### src/inc/dmia_defs.vh
// Address map, field positions and reset values of the data memory block
`ifndef DMIA_DEFS_VH
`define DMIA_DEFS_VH
`define DMIA_ADDR_W        8
`define DMIA_DATA_W        8
`define DMIA_PC_W          12
`define DMIA_PW_W          16
`define DMIA_GPR_BASE      8'h80
`define DMIA_GPR_DEPTH     128
`define DMIA_GPR_IDX_W     7
`define DMIA_SFR_TOP_BIT   7
`define DMIA_ZERO          8'h00
`define DMIA_ADR_IND0      8'h00
`define DMIA_ADR_PTR0      8'h01
`define DMIA_ADR_IND1      8'h02
`define DMIA_ADR_PTR1      8'h03
`define DMIA_ADR_WORK      8'h05
`define DMIA_ADR_PCL       8'h06
`define DMIA_ADR_TBLO      8'h07
`define DMIA_ADR_TBRH      8'h08
`define DMIA_ADR_TBHI      8'h09
`define DMIA_PC_RESET      12'h000
`define DMIA_PC_STEP       12'h001
`define DMIA_OP_NONE       3'h0
`define DMIA_OP_WRITE      3'h1
`define DMIA_OP_BSET       3'h2
`define DMIA_OP_BCLR       3'h3
`define DMIA_OP_TABRD      3'h4
`define DMIA_ST_RUN        2'h0
`define DMIA_ST_DUMMY      2'h1
`define DMIA_ST_TABLE      2'h2
`endif

### src/verilog/dmia_gpr_ram.v
// General purpose RAM array, 128 bytes, one write and one read port
`timescale 1ns/1ps
`default_nettype none
`include "dmia_defs.vh"
module dmia_gpr_ram (
  input  wire                         sys_clk,
  input  wire                         wr_en,
  input  wire [`DMIA_GPR_IDX_W-1:0]   wr_idx,
  input  wire [`DMIA_DATA_W-1:0]      wr_data,
  input  wire [`DMIA_GPR_IDX_W-1:0]   rd_idx,
  output wire [`DMIA_DATA_W-1:0]      rd_data
);
  reg [`DMIA_DATA_W-1:0] mem [0:`DMIA_GPR_DEPTH-1];

  // Volatile: no reset, contents unknown at power up
  always @(posedge sys_clk)
  begin
    if (wr_en)
      mem[wr_idx] <= wr_data;
  end

  assign rd_data = mem[rd_idx];
endmodule // dmia_gpr_ram
`default_nettype wire

### src/verilog/dmia_data_mem.v
// Data memory with indirect ports, pointers, accumulator, PC low and table registers
`timescale 1ns/1ps
`default_nettype none
`include "dmia_defs.vh"
module dmia_data_mem (
  input  wire                         sys_clk,
  input  wire                         resetn,
  input  wire [2:0]                   op,
  input  wire [`DMIA_ADDR_W-1:0]      addr,
  input  wire [`DMIA_DATA_W-1:0]      wr_data,
  input  wire [2:0]                   bit_sel,
  input  wire                         alu_valid,
  input  wire [`DMIA_DATA_W-1:0]      alu_result,
  input  wire                         pc_advance,
  input  wire [`DMIA_PW_W-1:0]        prog_word,
  input  wire                         prog_valid,
  output reg  [`DMIA_DATA_W-1:0]      rd_data,
  output reg  [`DMIA_DATA_W-1:0]      work_value,
  output reg  [`DMIA_PC_W-1:0]        pc,
  output reg                          stall,
  output reg                          prog_req,
  output reg  [`DMIA_PC_W-1:0]        prog_addr
);
  reg  [`DMIA_DATA_W-1:0] pointer_zero;
  reg  [`DMIA_DATA_W-1:0] pointer_one;
  reg  [`DMIA_DATA_W-1:0] table_ptr_low;
  reg  [`DMIA_DATA_W-1:0] table_ptr_high;
  reg  [`DMIA_DATA_W-1:0] table_result_high;
  reg  [1:0]              state;
  reg  [`DMIA_ADDR_W-1:0] tab_dest;
  reg  [`DMIA_ADDR_W-1:0] eff_addr;
  reg                     ind_hit;
  reg  [`DMIA_DATA_W-1:0] next_rd;
  reg  [`DMIA_DATA_W-1:0] old_val;
  reg  [`DMIA_DATA_W-1:0] new_val;
  reg                     do_store;
  reg  [`DMIA_ADDR_W-1:0] st_addr;
  reg  [`DMIA_DATA_W-1:0] st_data;
  wire [`DMIA_DATA_W-1:0] ram_q;
  wire [`DMIA_DATA_W-1:0] bit_mask;
  wire                    busy;

  assign bit_mask = 8'h01 << bit_sel;
  assign busy     = (state != `DMIA_ST_RUN);

  // Resolve indirect ports to pointer contents; one hop only, so a pointer
  // naming a port itself lands on storage-less locations
  always @*
  begin
    eff_addr = addr;
    ind_hit  = 1'b0;
    if (addr == `DMIA_ADR_IND0)
    begin
      eff_addr = pointer_zero;
      ind_hit  = 1'b1;
    end
    else if (addr == `DMIA_ADR_IND1)
    begin
      eff_addr = pointer_one;
      ind_hit  = 1'b1;
    end
  end

  dmia_gpr_ram u_ram (
    .sys_clk (sys_clk),
    .wr_en   (do_store && st_addr[`DMIA_SFR_TOP_BIT]),
    .wr_idx  (st_addr[`DMIA_GPR_IDX_W-1:0]),
    .wr_data (st_data),
    .rd_idx  (eff_addr[`DMIA_GPR_IDX_W-1:0]),
    .rd_data (ram_q)
  );

  // Read decode of the resolved address
  always @*
  begin
    next_rd = `DMIA_ZERO;
    if (eff_addr[`DMIA_SFR_TOP_BIT])
      next_rd = ram_q;
    else
    begin
      case (eff_addr)
        `DMIA_ADR_IND0: next_rd = `DMIA_ZERO;
        `DMIA_ADR_IND1: next_rd = `DMIA_ZERO;
        `DMIA_ADR_PTR0: next_rd = pointer_zero;
        `DMIA_ADR_PTR1: next_rd = pointer_one;
        `DMIA_ADR_WORK: next_rd = work_value;
        `DMIA_ADR_PCL:  next_rd = pc[`DMIA_DATA_W-1:0];
        `DMIA_ADR_TBLO: next_rd = table_ptr_low;
        `DMIA_ADR_TBRH: next_rd = table_result_high;
        `DMIA_ADR_TBHI: next_rd = table_ptr_high;
        default:        next_rd = `DMIA_ZERO;
      endcase
    end
  end

  // Store path: writes, read-modify-write bit ops, and table low byte
  always @*
  begin
    old_val  = next_rd;
    new_val  = wr_data;
    do_store = 1'b0;
    st_addr  = eff_addr;
    st_data  = wr_data;
    if (state == `DMIA_ST_TABLE)
    begin
      do_store = prog_valid;
      st_addr  = tab_dest;
      st_data  = prog_word[`DMIA_DATA_W-1:0];
    end
    else if (!busy)
    begin
      case (op)
        `DMIA_OP_WRITE: new_val = wr_data;
        `DMIA_OP_BSET:  new_val = old_val | bit_mask;
        `DMIA_OP_BCLR:  new_val = old_val & ~bit_mask;
        default:        new_val = wr_data;
      endcase
      do_store = (op == `DMIA_OP_WRITE) || (op == `DMIA_OP_BSET) || (op == `DMIA_OP_BCLR);
      st_data  = new_val;
    end
  end

  always @(posedge sys_clk)
  begin
    if (!resetn)
    begin
      pointer_zero      <= `DMIA_ZERO;
      pointer_one       <= `DMIA_ZERO;
      table_ptr_low     <= `DMIA_ZERO;
      table_ptr_high    <= `DMIA_ZERO;
      table_result_high <= `DMIA_ZERO;
      work_value        <= `DMIA_ZERO;
      pc                <= `DMIA_PC_RESET;
      rd_data           <= `DMIA_ZERO;
      state             <= `DMIA_ST_RUN;
      tab_dest          <= `DMIA_ZERO;
      stall             <= 1'b0;
      prog_req          <= 1'b0;
      prog_addr         <= `DMIA_PC_RESET;
    end
    else
    begin
      rd_data <= next_rd;
      // ALU output lands only in the accumulator
      if (alu_valid)
        work_value <= alu_result;
      if (pc_advance && !busy)
        pc <= pc + `DMIA_PC_STEP;
      if (do_store && !st_addr[`DMIA_SFR_TOP_BIT])
      begin
        // Table result register absent from this case: it is read only
        case (st_addr)
          `DMIA_ADR_PTR0: pointer_zero <= st_data;
          `DMIA_ADR_PTR1: pointer_one <= st_data;
          `DMIA_ADR_WORK: work_value <= st_data;
          `DMIA_ADR_PCL:  pc <= {pc[`DMIA_PC_W-1:`DMIA_DATA_W], st_data};
          `DMIA_ADR_TBLO: table_ptr_low <= st_data;
          `DMIA_ADR_TBHI: table_ptr_high <= st_data;
          default:        ;
        endcase
      end
      case (state)
        `DMIA_ST_RUN:
        begin
          if (do_store && (st_addr == `DMIA_ADR_PCL))
          begin
            state <= `DMIA_ST_DUMMY;
            stall <= 1'b1;
          end
          else if (op == `DMIA_OP_TABRD)
          begin
            // Pointers assumed loaded by software beforehand
            state     <= `DMIA_ST_TABLE;
            tab_dest  <= eff_addr;
            stall     <= 1'b1;
            prog_req  <= 1'b1;
            prog_addr <= {table_ptr_high[`DMIA_PC_W-`DMIA_DATA_W-1:0], table_ptr_low};
          end
        end
        `DMIA_ST_DUMMY:
        begin
          state <= `DMIA_ST_RUN;
          stall <= 1'b0;
        end
        `DMIA_ST_TABLE:
        begin
          prog_req <= 1'b0;
          if (prog_valid)
          begin
            table_result_high <= prog_word[`DMIA_PW_W-1:`DMIA_DATA_W];
            state             <= `DMIA_ST_RUN;
            stall             <= 1'b0;
          end
        end
        default:
        begin
          state <= `DMIA_ST_RUN;
          stall <= 1'b0;
        end
      endcase
    end
  end
endmodule // dmia_data_mem
`default_nettype wire

### config.mk
export PLATFORM = sky130hd
export DESIGN_NAME = dmia_data_mem
export DESIGN_NICKNAME = d
export VERILOG_FILES = /design/src/verilog/dmia_gpr_ram.v /design/src/verilog/dmia_data_mem.v
export VERILOG_INCLUDE_DIRS = /design/src /design/src/inc
export SDC_FILE = /design/constraint.sdc
export NUM_CORES = 1
export LEC_CHECK = 0
export ABC_CLOCK_PERIOD_IN_PS = 8100
export BUFFER_PORTS_ARGS = -buffer_cell sky130_fd_sc_hd__buf_2
export CAP_MARGIN = 15
export CORE_MARGIN = 1.5
export CORE_UTILIZATION = 30
export CTS_CLUSTER_SIZE = 30
export DETAILED_ROUTE_END_ITERATION = 10
export SYNTH_ARGS = -nofsm -noshare
export SYNTH_HDL_FRONTEND = slang
export SYNTH_SLANG_ARGS = --single-unit
### constraint.sdc
create_clock -name sys_clk -period 8.1 [get_ports sys_clk]
set_input_delay 1.215 -clock sys_clk [delete_from_list [all_inputs] [get_ports sys_clk]]
set_output_delay 1.215 -clock sys_clk [all_outputs]
set_load 0.02 [all_outputs]
==> results.cfg <==
[outcome]
run_status = completed

[power]
leakagePower_uw = 0.0174
vdd_drop_max_v = 0.000178
p_per_area_mw_per_mm2 = 235

[worst_setup_path]
start_kind = input port
end_kind = flop
path_delay_family = compound AO/OA/AOI/OAI gates
cp_cell_sequence = buf_2 > nor4_4 > a41o_1 > nand2_2 > buf_4 > a21oi_1 > a2111oi_0 > buf_1 > buf_4 > a2111oi_0 > a21oi_1 > o21ai_2 > inv_4 > buf_12
crit_buf_inv = 6
reg2regPathDepth = 13
slowest_delay_ps = 980
worstPathRequired_ps = 8490
crit_path_start = addr[4]
arrival_ps = 7300
r2r_setup_slack_ps = 1970
critical_path_depth = 14
crit_type = input port to flop
r2r-start = pointer_one[3]
r2r_end = u_ram.mem[72][0]
slowest_stage = a41o_1
path_max_fanout = 65
crit_path_end = u_ram.mem[72][0]

[synth]
syn_nets = 3541
ys.flop_type = edfxtp_1
syn_area_sq_mm = 0.0458
yosys.area_share.adder = 0.000273
synth_top_cell_by_area = edfxtp_1
synth.distinct_cells = 92
synth-simple-area-share = 0.134
synth_edf_count = 1024
synth_cells = 3489
synth-seq-cells = 1116
synth_most_common_cell = edfxtp_1
synth_compound_area_frac = 0.0844
synth_top_family_by_area = simple AND/OR/NAND/NOR gates
muxShareOfSynthArea = 0.0420
synth-xor-area-share = 0.00210
yosys-top-cells-count = 1024 x edfxtp_1, 732 x nand2_1, 275 x nand3_1
synth_seq_area_share = 0.711
yosys_warnings = 0
synth_area_per_cell_sq_um = 13.1
async_flop_share = 0
synth_area_leaders = edfxtp_1 67%, nand2_1 6.0%, dfxtp_1 4.0%, mux2i_1 3.1%, nand3_1 3.0%
synth_top_area_share = 0.671

[clock_tree]
cts_made_buffers = 109
numClockSinks = 1116
cts.hold.buffers_added = 0
clk_latency_ps = 730
ctsResizeCount = 0
cts_setup_buffers = 0
path_clk_slew_ps = 60
cts.htree.levels = 3
clock_path_buffers = 3
cts_tree = done
cts-root-buf = clkbuf_16

[placed_design]
portBuffers = 92
dp_cells = 5534
place_congestion = 0.959
hpwl_microns = 97900

[layout]
area_growth_pct = 14.8
nNetsFinal = 3671
drive_gt1_frac = 0.131
utilization = 0.347
finalNonFillerCells = 5744

[timing]
setup_tns_ps = 0
timing.fmax_ghz = 0.145
setup_viol = 0
rsz0062_at_grt = false
finalCritPeriodShare = 0.853
relSlewSlack = 0.113
fin_skew_ps = 40.4
drv_slew = 0
hold_viol = 0
timing.hold.ws_ps = 452
post-route-min-period_ps = 6910
tightest_slew_ps = 1330

[die]
num_rows = 143
die_y_microns = 394
coreArea_sq_mm = 0.152
dieArea_sq_mm = 0.155
initial_core_util = 0.302
die_x_microns = 394
boundaryPins = 93

[global_routing]
antenna_found_initial = 3
grt_first_pass_wirelength_microns = 217000
overflow = 0
track_usage = 0.190
first_global_vias = 29569
grt_max_degree = 97

[routing]
wl_per_cell_microns = 26.7
via_per_inst = 5.46
drcViolationCount = 0
detail-route-antenna-nets = 0
vias = 31372
drtIter0Drc = 4313
firstDrtPassIters = 9
drt-total-wl_microns = 153000

[worst_hold_path]
holdPathStages = 2
hold_path.class = flop to flop

[job]
timing.max_cap.violations = 0
[power by group]
group	leakage, uW	internal, uW	switching, uW
Combinational	0.00575	223	736
Sequential	0.00995	6420	12.4
Clock	0.00168	2720	2240
Total	0.0174	9370	2990
[area by class of cell]
cell class	instances	area, sq um
antenna	2	5.00
fill	14842	99100
timing repair buffer	232	1740
multi-input combinational	2139	12200
clock buffer	134	2840
tap	2030	2540
inverter	21	96.3
clock inverter	70	574
sequential	1116	32600
[worst min-delay path by stage]
stage | from | end | slack (ps)
6_report | prog_addr[4] | prog_addr[4] | 450
4_1_cts | prog_addr[4] | prog_addr[4] | 450
5_1_grt | prog_addr[4] | prog_addr[4] | 490
3_3_place_gp | prog_addr[5] | prog_addr[5] | 450
3_5_place_dp | prog_addr[4] | prog_addr[4] | 450
2_1_floorplan | table_result_high[7] | table_result_high[7] | 440
[sequential cells by signal (all words and copies together) (netlist names)]
register	cells
tab_dest	8
pointer_zero	8
work_value	8
prog_req	1
stall	1
u_ram.mem	1024
table_ptr_high	8
state	2
pointer_one	8
prog_addr	12
rd_data	8
table_result_high	8
pc	12
table_ptr_low	8
[per-layer routing]
metal | vias to the layer above | global-route usage | share of wire
met5 | - | 0 | 0
met4 | 0 | 0.0928 | 0.051
met3 | 380 | 0.0408 | 0.10
li1 | 13419 | - | -
met1 | 15694 | 0.246 | 0.39
met2 | 1879 | 0.302 | 0.46
[layout by cell type (no fill, tap or decap), types with 8 or more instances in the layout]
master and n:
clkbuf_1 24, nor2_1 207, nor3_1 23, dfxtp_1 92, nor4_1 16, nand4_1 19
edfxtp_1 1024, a22oi_1 13, o2111ai_1 8, buf_4 120, nand3_1 275, clkinv_2 26
clkbuf_16 110, mux2_2 25, and2_1 9, inv_1 13, or3_1 13, a32oi_1 26
clkinv_1 26, o31ai_1 10, o22ai_1 23, a211oi_1 38, o21ai_1 8, a21oi_1 150
a31oi_1 49, mux4_2 9, buf_12 16, o21ai_0 71, buf_2 92, a2111oi_0 17
mux2i_1 143, a32o_1 15, and3_1 42, nand2_1 731, a221oi_1 23
[tightest hold or removal path, stage by stage (launching register included)]
cell	delay, ps
dfxtp_1	300
nand2_1	50
a21oi_1	50
[cell families (layout without fill, tap and decap cells)]
logic type,count (synthesis),count (layout)
flops,1116,1116
other cells,0,2
compound gates,553,553
simple gates,1396,1396
fa+ha+maj,1,1
xor+xnor,11,11
mux,178,178
buf+inv,234,457
[stage by stage]
| stage | power, uW | instance area (sq um) | worst slack [ps] |
|---|---|---|---|
| 2_1_floorplan | 7050 | 45800 | 776 |
| 3_3_place_gp | 7470 | 49100 | 859 |
| 3_5_place_dp | 7490 | 49100 | 748 |
| 4_1_cts | 12400 | 52600 | 1470 |
| 5_1_grt | 12600 | 52600 | 1250 |
| 6_report | 12400 | 52600 | 1190 |
(Power assumes the default switching activity.)
